===== src/common/swl_params.svh =====
// Timing constants for the single-wire slave signalling block.
// Assumes a 125 MHz system clock; times are in ns and cycles are derived from them.
`ifndef SWL_PARAMS_SVH
`define SWL_PARAMS_SVH

`define SWL_CLK_NS          8
`define SWL_RESET_MIN_NS    480000
`define SWL_PRES_WAIT_NS    30000
`define SWL_PRES_LEN_NS     120000
`define SWL_SAMPLE_NS       30000
`define SWL_READ_HOLD_NS    15000
// Least times round up, longest times round down
`define SWL_RESET_CYC       ((`SWL_RESET_MIN_NS + `SWL_CLK_NS - 1) / `SWL_CLK_NS)
`define SWL_PRES_WAIT_CYC   ((`SWL_PRES_WAIT_NS + `SWL_CLK_NS - 1) / `SWL_CLK_NS)
`define SWL_PRES_LEN_CYC    ((`SWL_PRES_LEN_NS + `SWL_CLK_NS - 1) / `SWL_CLK_NS)
`define SWL_SAMPLE_CYC      ((`SWL_SAMPLE_NS + `SWL_CLK_NS - 1) / `SWL_CLK_NS)
`define SWL_READ_HOLD_CYC   (`SWL_READ_HOLD_NS / `SWL_CLK_NS)
`define SWL_CNT_W           17

`endif


===== src/common/swl_pkg.sv =====
// Types shared by the single-wire slave signalling block.
// Assumes nothing beyond a SystemVerilog compiler.
package swl_pkg;
    typedef enum logic [2:0]
    {
        SWL_IDLE    = 3'b000,
        SWL_RST_LOW = 3'b001,
        SWL_PWAIT   = 3'b010,
        SWL_PDRIVE  = 3'b011,
        SWL_SLOT    = 3'b100,
        SWL_SLOTEND = 3'b101
    } swl_state_t;
endpackage : swl_pkg


===== src/common/swl_line_if.sv =====
// Line edge events passed from the line watcher to the slot engine.
// Assumes both ends run on the same clock.
`timescale 1ns/10ps
`default_nettype none
interface swl_line_if;
    logic line;
    logic fall;
    logic rise;
    modport src (output line, output fall, output rise);
    modport dst (input line, input fall, input rise);
endinterface : swl_line_if
`default_nettype wire


===== src/design/swl_slave.sv =====
// Bit-level signalling of a slave on an open-drain single-wire bus.
// Assumes an external pull-up and a synchronous dq_i; the byte layer sits outside.
// Contract
// - Transactions open with reset then presence.
// - Presence starts 15 to 60 us after rise.
// - Presence pulls low 60 to 240 us.
// - One bit per time slot.
// - Device samples 15 to 60 us in.
// - Device drives data only in read slots.
// - Zero pulls low, released before slot ends.
// - Read bit valid 15 us after fall.
// - Memory read shifted least significant first.
// - Busy conversion polls read zero, done one.
// - Supply query reads zero when bus powered.
`timescale 1ns/10ps
`default_nettype none
`include "swl_params.svh"
module swl_slave
    import swl_pkg::*;
#(
    parameter int RESET_CYC = `SWL_RESET_CYC
)
(
    // Clock and reset
    input  wire logic     clk,
    input  wire logic     rst_n,
    // Bus line, open drain
    input  wire logic     dq_i,
    output logic          dq_o,
    output logic          dq_oe,
    // Byte layer: slot direction and data
    input  wire logic     tx_mode,
    input  wire logic     tx_bit,
    output logic          tx_take,
    output logic          rx_valid,
    output logic          rx_bit,
    output logic          presence_done,
    output logic          bus_reset
);
    localparam int CW = `SWL_CNT_W;

    swl_line_if ev();

    swl_line_watch u_watch
    (
        .clk   (clk),
        .rst_n (rst_n),
        .dq_i  (dq_i),
        .ev    (ev)
    );

    ////////////////////////////////////////////////////////////////////////////
    // Counter helper
    function automatic logic [CW-1:0] cyc(input int n);
        cyc = CW'(n);
    endfunction : cyc

    swl_state_t    st_q, st_d;
    logic [CW-1:0] cnt_q, cnt_d;
    logic [CW-1:0] low_q, low_d;
    logic          drv_q, drv_d;
    logic          rxv_q, rxv_d;
    logic          rxb_q, rxb_d;
    logic          take_q, take_d;
    logic          pdone_q, pdone_d;
    logic          brst_q, brst_d;
    logic          txm_q, txm_d;

    ////////////////////////////////////////////////////////////////////////////
    // Next state
    always_comb
    begin
        st_d    = st_q;
        cnt_d   = cnt_q + cyc(1);
        drv_d   = drv_q;
        rxv_d   = 1'b0;
        rxb_d   = rxb_q;
        take_d  = 1'b0;
        pdone_d = 1'b0;
        brst_d  = 1'b0;
        txm_d   = txm_q;
        // Low-time meter, saturating; cleared while we drive so our own pulse
        // can never be mistaken for a master reset
        if (ev.line || drv_q)
            low_d = '0;
        else if (low_q != cyc(RESET_CYC))
            low_d = low_q + cyc(1);
        else
            low_d = low_q;

        if (!drv_q && low_q == cyc(RESET_CYC) - cyc(1) && !ev.line)
        begin
            // A reset-length low aborts any state; a drive of ours runs to its end first
            st_d   = SWL_RST_LOW;
            drv_d  = 1'b0;
            brst_d = 1'b1;
        end
        else
        begin
            case (st_q)
                SWL_IDLE:
                begin
                    drv_d = 1'b0;
                end
                SWL_RST_LOW:
                begin
                    if (ev.rise)
                    begin
                        st_d  = SWL_PWAIT;
                        cnt_d = '0;
                    end
                end
                SWL_PWAIT:
                begin
                    if (cnt_q == cyc(`SWL_PRES_WAIT_CYC) - cyc(1))
                    begin
                        st_d  = SWL_PDRIVE;
                        cnt_d = '0;
                        drv_d = 1'b1;
                    end
                end
                SWL_PDRIVE:
                begin
                    if (cnt_q == cyc(`SWL_PRES_LEN_CYC) - cyc(1))
                    begin
                        st_d    = SWL_SLOTEND;
                        drv_d   = 1'b0;
                        pdone_d = 1'b1;
                    end
                end
                SWL_SLOTEND:
                begin
                    // Wait for the line to be high before accepting a slot edge
                    if (ev.fall)
                    begin
                        st_d   = SWL_SLOT;
                        cnt_d  = '0;
                        txm_d  = tx_mode;
                        // Only the direction is kept; a read bit goes straight to the drive
                        take_d = 1'b1;
                        drv_d  = tx_mode & ~tx_bit;
                    end
                end
                SWL_SLOT:
                begin
                    if (txm_q)
                    begin
                        // Release at the end of the valid window, well before 60 us
                        if (cnt_q == cyc(`SWL_READ_HOLD_CYC) - cyc(1))
                        begin
                            drv_d = 1'b0;
                            st_d  = SWL_SLOTEND;
                        end
                    end
                    else if (cnt_q == cyc(`SWL_SAMPLE_CYC) - cyc(1))
                    begin
                        rxv_d = 1'b1;
                        rxb_d = ev.line;
                        st_d  = SWL_SLOTEND;
                    end
                end
                default:
                begin
                    st_d  = SWL_IDLE;
                    drv_d = 1'b0;
                end
            endcase
        end
    end

    always_ff @(posedge clk or negedge rst_n)
    begin
        if (!rst_n)
        begin
            st_q    <= SWL_IDLE;
            cnt_q   <= '0;
            low_q   <= '0;
            drv_q   <= 1'b0;
            rxv_q   <= 1'b0;
            rxb_q   <= 1'b0;
            take_q  <= 1'b0;
            pdone_q <= 1'b0;
            brst_q  <= 1'b0;
            txm_q   <= 1'b0;
        end
        else
        begin
            st_q    <= st_d;
            cnt_q   <= cnt_d;
            low_q   <= low_d;
            drv_q   <= drv_d;
            rxv_q   <= rxv_d;
            rxb_q   <= rxb_d;
            take_q  <= take_d;
            pdone_q <= pdone_d;
            brst_q  <= brst_d;
            txm_q   <= txm_d;
        end
    end

    ////////////////////////////////////////////////////////////////////////////
    // Outputs
    assign dq_o          = 1'b0;
    assign dq_oe         = drv_q;
    assign tx_take       = take_q;
    assign rx_valid      = rxv_q;
    assign rx_bit        = rxb_q;
    assign presence_done = pdone_q;
    assign bus_reset     = brst_q;
endmodule : swl_slave
`default_nettype wire


===== src/design/swl_line_watch.sv =====
// Registers the bus line and flags falling and rising edges.
// Assumes the line input is already synchronous to clk.
`timescale 1ns/10ps
`default_nettype none
module swl_line_watch
(
    // Clock and reset
    input  wire logic     clk,
    input  wire logic     rst_n,
    // Bus line
    input  wire logic     dq_i,
    // Edge events
    swl_line_if.src       ev
);
    logic prev_q;
    logic prev_d;

    always_comb
    begin
        prev_d = dq_i;
    end

    always_ff @(posedge clk or negedge rst_n)
    begin
        if (!rst_n)
            prev_q <= 1'b1;
        else
            prev_q <= prev_d;
    end

    assign ev.line = dq_i;
    assign ev.fall = prev_q & ~dq_i;
    assign ev.rise = ~prev_q & dq_i;
endmodule : swl_line_watch
`default_nettype wire


===== config.mk =====
export PLATFORM = sky130hd
export DESIGN_NAME = swl_slave
export DESIGN_NICKNAME = d
export VERILOG_FILES = /design/src/common/swl_pkg.sv /design/src/common/swl_line_if.sv /design/src/design/swl_slave.sv /design/src/design/swl_line_watch.sv
export VERILOG_INCLUDE_DIRS = /design/src /design/src/common
export SDC_FILE = /design/constraint.sdc
export NUM_CORES = 1
export LEC_CHECK = 0
export ABC_AREA = 1
export BUFFER_PORTS_ARGS = -buffer_cell sky130_fd_sc_hd__buf_4
export CORE_MARGIN = 2
export CORE_UTILIZATION = 55
export DETAILED_ROUTE_END_ITERATION = 6
export GPL_TIMING_DRIVEN = 0
export PLACE_DENSITY = 0.72
export SLEW_MARGIN = 20
export SYNTH_ARGS = -nofsm -noshare
export SYNTH_HDL_FRONTEND = slang
export SYNTH_HIERARCHICAL = 1
export SYNTH_SLANG_ARGS = --single-unit
export TNS_END_PERCENT = 5

===== constraint.sdc =====
create_clock -name clk -period 1.98 [get_ports clk]
set_clock_uncertainty 0.1 [all_clocks]
set_input_delay 0.396 -clock clk [delete_from_list [all_inputs] [get_ports clk]]
set_output_delay 0.396 -clock clk [all_outputs]
set_load 0.01 [all_outputs]

## Yosys cells after proc, flatten, opt, wreduce, memory -nomap -nowiden

Cells that the tools add are included.

- Muxes and demuxes: 34
- Eq/ne operators: 20
- Reductions and logical operators: 11
- Add/sub/neg operators: 2
- Bitwise gates (word level): 8

Operators with widths:

| operator | count |
|---|---|
| 2-to-1 mux 17 bit | 6 |
| one-hot mux 17 bit (3 select lines) | 1 |
| adder 17 x 1 -> 17 bit (second input constant) | 2 |
| 2-to-1 mux 3 bit | 8 |
| inequality test 3 bit (second input constant) | 6 |
| one-hot mux 3 bit (6 select lines) | 1 |
| equality test 17 x 11 -> 1 bit (second input constant) | 1 |
| equality test 17 x 12 -> 1 bit (second input constant) | 1 |
| equality test 17 x 14 -> 1 bit (second input constant) | 1 |
| equality test 17 x 16 -> 1 bit (second input constant) | 1 |
| 2-to-1 mux 1 bit | 17 |
| inequality test 17 x 16 -> 1 bit (second input constant) | 1 |
| inequality test 4 bit (second input constant) | 2 |
| AND reduction 7 bit | 1 |
| equality test 3 x 2 -> 1 bit (second input constant) | 2 |
| equality test 3 bit (second input constant) | 2 |
| AND reduction 6 bit | 1 |
| NOT 1 bit | 5 |
| one-hot mux 1 bit (5 select lines) | 1 |
| inequality test 2 bit (second input constant) | 2 |
| AND reduction 4 bit | 1 |
| AND 1 bit | 3 |
| equality test 3 x 1 -> 1 bit (second input constant) | 1 |
| logical NOT 3 bit | 1 |
| other kinds (5) | 7 |

- Flip-flop bits (word level): 45
- Input bits: 5

## Depth between registers and ports, before layout

Gate-level depths: netlist (run 1).

- Depth in word-level cells: 5
- Mapped depth: 13

## Cells and area by module

The synthesis (run 1) kept the hierarchy.

By module, submodules not included:

| module | area each (µm²) | instances | seq. area each (µm²) | cells an instance |
|---|---|---|---|---|
| swl_slave | 2625.0 | 1 | 1101.1 | 330 |
| swl_line_watch | 48.8 | 1 | 26.3 | 6 |

## Worst setup path after synthesis (run 1)

Ideal clock, no wire load.

- Kind: input port to flip-flop
- From: in dq_i
- To: reg st_q[2]
- Required time: 1.763 ns
- Arrival time: 1.404 ns
- Buffers on the path: 1
- Setup slack: 0.359 ns
- Cell stages on the path: 11
- Cells stage by stage: buf_4 nor2_4 nand2_1 nor2_2 nand3_4 nand3_2 nand2_2 nor2_4 nand2_2 nand2_1 nand2_1

- Longest elaborated chain between the ends: 4
- Elaborated cells on any way between the ends: 14
- Classes of those cells: eq/ne (7); mux (1); bitwise (3); reduce/logical (3)

Ends and longest elaborated chain:

| element | line | source |
|---|---|---|
| start: declaration | swl_slave.sv:28 | `input wire logic dq_i,` |
| NOT 1 bit or logical NOT 1 bit (tied branches) | swl_line_watch.sv:32, swl_slave.sv:91 |  |
| AND 1 bit or logical AND 1 bit (tied branches) | swl_line_watch.sv:32, swl_slave.sv:91 |  |
| inequality test 3 bit (no line), or another cell as far along | - |  |
| AND reduction 7 bit (no line) | - |  |
| end signal: assignment | swl_slave.sv:188 | `st_q <= st_d;` |
| end: declaration | swl_slave.sv:58 | `swl_state_t st_q, st_d;` |

Several ways; a longest one is shown, not always the timed one.
A chain may end at the register's enable or synchronous reset.

## Worst setup path after layout (run 1)

- From: reg low_q[0]
- To: reg cnt_q[11]

- Longest elaborated chain between the ends: 4

Ends and longest elaborated chain:

| element | line | source |
|---|---|---|
| start: declaration | swl_slave.sv:60 | `logic [CW-1:0] low_q, low_d;` |
| start signal: assignment | swl_slave.sv:190 | `low_q <= low_d;` |
| equality test 17 x 16 -> 1 bit | swl_slave.sv:91 | `if (!drv_q && low_q == cyc(RESET_CYC) - cyc(1) && !ev.line)` |
| logical AND 1 bit (2 in series) | swl_slave.sv:91 |  |
| 2-to-1 mux 17 bit | swl_slave.sv:91 |  |
| via cnt_d[11] | swl_slave.sv:59 | `logic [CW-1:0] cnt_q, cnt_d;` |
| end signal: assignment | swl_slave.sv:189 | `cnt_q <= cnt_d;` |
| end: declaration | swl_slave.sv:59 |  |

The timed path passes the listed nets, and every way through them passes these cells.

==> flow_summary.json, run 1 <==
{
  "yosysWarningCount": 6,
  "gp_congestion": 0.886,
  "p_leak_nw": 1.34,
  "row_count": 25,
  "synth_area_leader_cell": "dfrtp_1",
  "synth-edff-count": 0,
  "clk_pin_slew_ps": 90,
  "switchingPower_w": 0.000443,
  "dpl.cell_count": 400,
  "crit_end": "cnt_q[11]$_DFF_PN0_",
  "ff2ff_setup_slack_ps": 140,
  "dieWidth_um": 73.7,
  "pwr-share-comb_pct": 8.6,
  "nets": 363,
  "max-cap-violations": 0,
  "drt-total-wl_mm": 5.18,
  "violations": "hold timing",
  "avgSynthCellArea_um2": 7.96,
  "via_count": 2165,
  "numCtsBuffers": 5,
  "synthTopCellsByCount": "64 x nand2_1, 44 x dfrtp_1, 43 x nor2_1",
  "io_buffer_count": 10,
  "first_iter_violations": 149,
  "n_antenna_cell": 0,
  "cts-root-buf": "clkbuf_8",
  "min_period_ps": 1840,
  "syn_inst": 336,
  "finalSetupViolCount": 0,
  "cts_sinks": 45,
  "synth_top_area_share_pct": 41.2,
  "viasPerCell": 5.31,
  "avgRoutedWirePerCell_um": 12.7,
  "worst_hold_path_type": "primary input to async pin",
  "cts_setup_buffers": 0,
  "drc_errors": 0,
  "whs_ps": -22.5,
  "internal_power_w": 0.00138,
  "drive_gt1_share_pct": 20.3,
  "period_share_pct": 92.8,
  "drv_slew": 0,
  "core_um2": 4690,
  "antenna_found_initial": 0,
  "swShare_pct": 24.4,
  "pwr-share-clk_pct": 38.2,
  "grt_pass1_vias": 2116,
  "overflow": 0,
  "syn_nets": 346,
  "cp.arrival_ps": 1960,
  "ys_types": 39,
  "syn_to_final_growth_pct": 9.59,
  "worst_pin_slew_ps": 564,
  "r2r_start": "low_q[0]$_DFFE_PN0P_",
  "worstSetupPathType": "register to register",
  "synth_area_leaders": "dfrtp_1 41%, nand2_1 9.0%, nor2_1 6.0%",
  "final-hold-violation-count": 24,
  "dr.pass1.iters": 4,
  "die_area_um2": 5440,
  "rsz0062_at_grt": "false",
  "fillers": 417,
  "cts_tree": "built",
  "initial_utilization_pct": 57.0,
  "synth-main-ff-cell": "dfrtp_1",
  "cp_max_fo": 10,
  "power.share.sequential_pct": 53.2,
  "rr_worst_depth": 8,
  "critPathRequiredTime_ps": 2100,
  "final_cells": 408,
  "grt_pass1_wl_mm": 9.11,
  "power_density_nw_per_um2": 621,
  "crit_start": "low_q[0]$_DFFE_PN0P_",
  "htreeDepth": 2,
  "clock_latency_ps": 300,
  "status": "complete, but fails checks",
  "hpwl_mm": 3.89,
  "synth_seq_cells": 45,
  "clock.fmax_mhz": 544,
  "cts.path.max_buffers": 2,
  "reg2reg_to": "cnt_q[11]$_DFF_PN0_",
  "grt_max_degree": 46,
  "max_slew_margin_pct": 62.4,
  "ant_nets": 0,
  "io_pins": 12,
  "synth_area_um2": 2670,
  "fin_setup_tns_ps": 0,
  "vdd_drop_max_mv": 0.402,
  "synth_most_common_cell": "nand2_1",
  "postCtsHoldBufs": 0,
  "dieHeight_um": 73.7,
  "track_usage_pct": 21.7,
  "start_kind": "register",
  "ys_async_sr_fraction_pct": 100,
  "seq_area_frac_synth_pct": 42.2,
  "end_kind": "register"
}
[worst min path at each step]
stage                                      end  start  slack (ps)  depth (start not counted)
final                     low_q[2]$_DFFE_PN0P_  rst_n         -20                          1
after global routing      low_q[1]$_DFFE_PN0P_  rst_n          20                          1
after CTS                 low_q[1]$_DFFE_PN0P_  rst_n           6                          1
after detailed placement  low_q[1]$_DFFE_PN0P_  rst_n         330                          1
after global placement    low_q[1]$_DFFE_PN0P_  rst_n         330                          1
after floorplan            bus_reset$_DFF_PN0_  rst_n         0.4                          0
[timing repair]
action,in CTS,in global routing
endpoints found under the setup margin,0,1
resized for setup,0,1
endpoints found under the hold margin,0,0
[metal layers]
metal / track usage, % / wire, um
met1: 28.0 / 2420
met4: 6.46 / 53
met2: 36.2 / 2490
met3: 4.80 / 210
met5: 0 / 0
[critical path, stage by stage (launching register included)]
cell and delay (ps):
dfrtp_1 400, ha_1 210, nand2_1 130, nor2_2 180
nand4_4 160, o21ai_2 180, nor2_4 90, buf_6 160
nor3b_2 140
[final cells by class]
class / count / area, um^2 / share of cell area (%)
plain buffers: 5 / 37.5 / 1.28
flip-flops and latches: 45 / 1130 / 38.5
clock buffers: 6 / 72.6 / 2.48
clock inverters: 2 / 38.8 / 1.32
repair buffers: 10 / 75.1 / 2.56
multi-input cells: 239 / 1340 / 45.6
inverters: 47 / 176 / 6.02
well taps: 54 / 67.6 / 2.31
[through the flow]
stage | utilization (%) | setup WS (ps) | total power [W] | hold WS [ps] | cell area, um^2
global route | 62.5 | 1.50 | 0.00193 | 20.9 | 2930
detailed placement | 60.0 | 9.61 | 0.00114 | 335 | 2820
global placement | 60.0 | 2.20 | 0.00114 | 332 | 2820
finish | 62.5 | 143 | 0.00182 | -22.5 | 2930
CTS | 62.4 | 132 | 0.00184 | 5.51 | 2930
floorplan | - | 359 | 0.00109 | 0.409 | 2670
[cells by family after synthesis]
kind of cell | synth area share (%)
AOI/OAI and AO/OA | 9.59
and+or+nand+nor | 35.5
adders and majority gates | 2.34
other | 0.140
buffers and inverters | 8.00
DFF | 42.2
xor gates and xnor gates | 2.29
[sequential cells by signal, summed over array words and instances (netlist names)]
name            cells
bus_reset           1
cnt_q              17
dq_oe               1
low_q              17
presence_done       1
rx_bit              1
rx_valid            1
st_q                3
tx_take             1
txm_q               1
u_watch/prev_q      1
[power by group through the flow]
stage,clock [W],sequential (W),combinational (W)
6_report,0.000694,0.000969,0.000157
5_1_grt,0.000759,0.000973,0.000193
4_1_cts,0.000714,0.000969,0.000159
3_5_place_dp,0,0.000988,0.000157
3_3_place_gp,0,0.000987,0.000150
2_1_floorplan,0,0.000983,0.000108
[cells in the final DEF (no fill, tap or decap), types with 2 or more instances in the layout]
| cell type | n |
|---|---|
| o22ai_1 | 4 |
| nand3_2 | 4 |
| o21a_1 | 2 |
| inv_1 | 38 |
| nor2_1 | 43 |
| nand2_1 | 64 |
| nand2_2 | 7 |
| xor2_1 | 6 |
| nor3_1 | 4 |
| nor2_2 | 11 |
| buf_4 | 13 |
| clkbuf_1 | 2 |
| dfrtp_1 | 44 |
| nand4_1 | 7 |
| inv_2 | 9 |
| nor2_4 | 7 |
| nor3_2 | 4 |
| ha_1 | 4 |
| o21ai_0 | 9 |
| nor3b_1 | 2 |
| nand3_1 | 21 |
| a21oi_1 | 22 |
| a31oi_1 | 3 |
| clkbuf_8 | 5 |
Power figures use the tool's default switching activity.
==> inputs of run 2 (changes only) <==
--- a/config.mk
+++ b/config.mk
@@ -9,10 +9,10 @@
 export ABC_AREA = 1
 export BUFFER_PORTS_ARGS = -buffer_cell sky130_fd_sc_hd__buf_4
 export CORE_MARGIN = 2
-export CORE_UTILIZATION = 55
+export CORE_UTILIZATION = 51
 export DETAILED_ROUTE_END_ITERATION = 6
 export GPL_TIMING_DRIVEN = 0
-export PLACE_DENSITY = 0.72
+export PLACE_DENSITY = 0.68
 export SLEW_MARGIN = 20
 export SYNTH_ARGS = -nofsm -noshare
 export SYNTH_HDL_FRONTEND = slang
==> run 2 against run 1 <==
  * The run now ends clean
  * Power decreased by 0.23%
  * Register-to-register slack is essentially flat
  * Count of clock-buffer cells in the layout is the same
  * Clock power is essentially flat
  * Cell area up 1.1%
  * Worst setup slack better by 15 ps
  * Utilization fell by 4.1 points
  * Global-route usage decreased by 2.5 points
  * Sequential cell count did not move
  * Wire length shrank 2.4%
  * Critical endpoint is now low_q[16]$_DFFE_PN0P_
==> flow_summary.json, run 2 (same netlist as run 1, synthesis figures left out) <==
{
  "die_area_um2": 5840,
  "worst_pin_slew_ps": 562,
  "p_leak_nw": 1.36,
  "cp_max_fo": 5,
  "rr_worst_depth": 8,
  "fillers": 471,
  "end_kind": "register",
  "grt_pass1_vias": 2006,
  "nets": 365,
  "gp_congestion": 0.882,
  "drive_gt1_share_pct": 20.2,
  "regArea_um2": 1130,
  "grt_max_degree": 46,
  "reg2reg_to": "low_q[16]$_DFFE_PN0P_",
  "syn_to_final_growth_pct": 10.8,
  "ctsResizeCount": 0,
  "power_density_nw_per_um2": 613,
  "dieWidth_um": 76.4,
  "clk_pin_slew_ps": 90,
  "io_buffer_count": 10,
  "clock.fmax_mhz": 549,
  "numCtsBuffers": 5,
  "multi_input_area_um2": 1330,
  "drt-total-wl_mm": 5.05,
  "max_slew_margin_pct": 62.5,
  "placed_area_um2": 2840,
  "track_usage_pct": 19.2,
  "reg.largest.list": "cnt_q x17, low_q x17, st_q x3",
  "row_count": 26,
  "critPathRequiredTime_ps": 2110,
  "clock_latency_ps": 300,
  "ff2ff_setup_slack_ps": 160,
  "io_pins": 12,
  "grt_pass1_wl_mm": 9.07,
  "rsz0062_at_grt": "false",
  "antenna_found_initial": 0,
  "avgRoutedWirePerCell_um": 11.9,
  "r2r_start": "low_q[0]$_DFFE_PN0P_",
  "drc_errors": 0,
  "cts_sinks": 45,
  "cts.path.max_buffers": 2,
  "hp-start": "dq_i",
  "holdPathEnd": "u_watch/prev_q$_DFF_PN1_",
  "period_share_pct": 92.1,
  "final_area_um2": 2960,
  "final_common_cell": "nand2_1",
  "max-cap-violations": 0,
  "vdd_drop_max_mv": 0.279,
  "finalSetupViolCount": 0,
  "worst_hold_path_type": "primary input to register",
  "final-hold-violation-count": 0,
  "start_kind": "register",
  "hold_depth": 1,
  "initial_utilization_pct": 52.7,
  "cts_tree": "built",
  "first_iter_violations": 80,
  "cp.arrival_ps": 1950,
  "overflow": 0,
  "mostFrequentLayoutCells": "64 x nand2_1, 44 x dfrtp_1, 43 x nor2_1",
  "whs_ps": 119,
  "worstSetupPathType": "register to register",
  "ant_nets": 0,
  "htreeDepth": 2,
  "dieHeight_um": 76.4,
  "hpwl_mm": 3.74,
  "min_period_ps": 1820,
  "post-place-ws_ps": -12.7,
  "worst_slack_ps": 157,
  "viasPerCell": 4.96,
  "via_count": 2114,
  "dr.pass1.iters": 4,
  "n_antenna_cell": 0,
  "drv_slew": 0,
  "status": "complete, no violations",
  "cts-root-buf": "clkbuf_8",
  "core_um2": 5070
}
[run 2: changes by cell type in the layout (fill, tap and decap cells not counted), sizes merged]
cell         change
buf              +1
dlygate4sd3      +1
[run 2: worst max-delay path, stage by stage (launching register included)]
cell	delay, ps
dfrtp_1	400
ha_1	220
nand2_1	140
nor3_2	250
nand2_1	150
nor2_4	150
nand3_1	100
xor2_1	150
nor2_1	100
[run 2: repair_timing]
action | in CTS | in global routing
setup endpoints to repair | 0 | 1
hold endpoints to repair | 2 | 0
setup buffers | 0 | 1
hold buffers | 1 | 0
[run 2: worst max path at each step]
stage	start	to	cells past startpoint
3_3_place_gp	dq_i	cnt_q[11]$_DFF_PN0_	10
2_1_floorplan	dq_i	st_q[2]$_DFFE_PN0P_	11
5_1_grt	low_q[0]$_DFFE_PN0P_	low_q[16]$_DFFE_PN0P_	8
4_1_cts	low_q[0]$_DFFE_PN0P_	low_q[16]$_DFFE_PN0P_	8
6_report	low_q[0]$_DFFE_PN0P_	low_q[16]$_DFFE_PN0P_	8
3_5_place_dp	dq_i	cnt_q[11]$_DFF_PN0_	10
[run 2: metal layers]
metal  global-route usage (%)  routed length [um]  vias up
met3                     4.27                 144        4
met4                     5.82                  36        0
met5                        0                   0        -
li1                         -                   -     1120
met1                     25.2                2440      965
met2                     31.7                2440       25
[run 2: per-stage QoR]
step	power (W)	utilization, %	instances	TNS [ps]
after global placement	0.00114	55.9	416	-9.50
after detailed placement	0.00114	55.9	416	-12.7
after CTS	0.00185	58.2	425	0
after floorplan	0.00109	-	336	0
after global routing	0.00191	58.4	426	0
final	0.00182	58.4	426	0
[run 2: power by group]
group,switching [W],internal (W),total [W]
Sequential,0.0000224,0.000947,0.000969
Clock,0.000317,0.000375,0.000692
Combinational,0.000102,0.0000523,0.000154
[run 2: area by class of cell]
| type | instances | area share (%) |
|---|---|---|
| Multi-Input combinational cell | 239 | 45.0 |
| Clock inverter | 2 | 1.18 |
| Timing Repair Buffer | 12 | 3.13 |
| Inverter | 47 | 5.96 |
| Buffer | 5 | 1.27 |
| Clock buffer | 6 | 2.45 |
| Sequential cell | 45 | 38.1 |
| Tap cell | 70 | 2.96 |
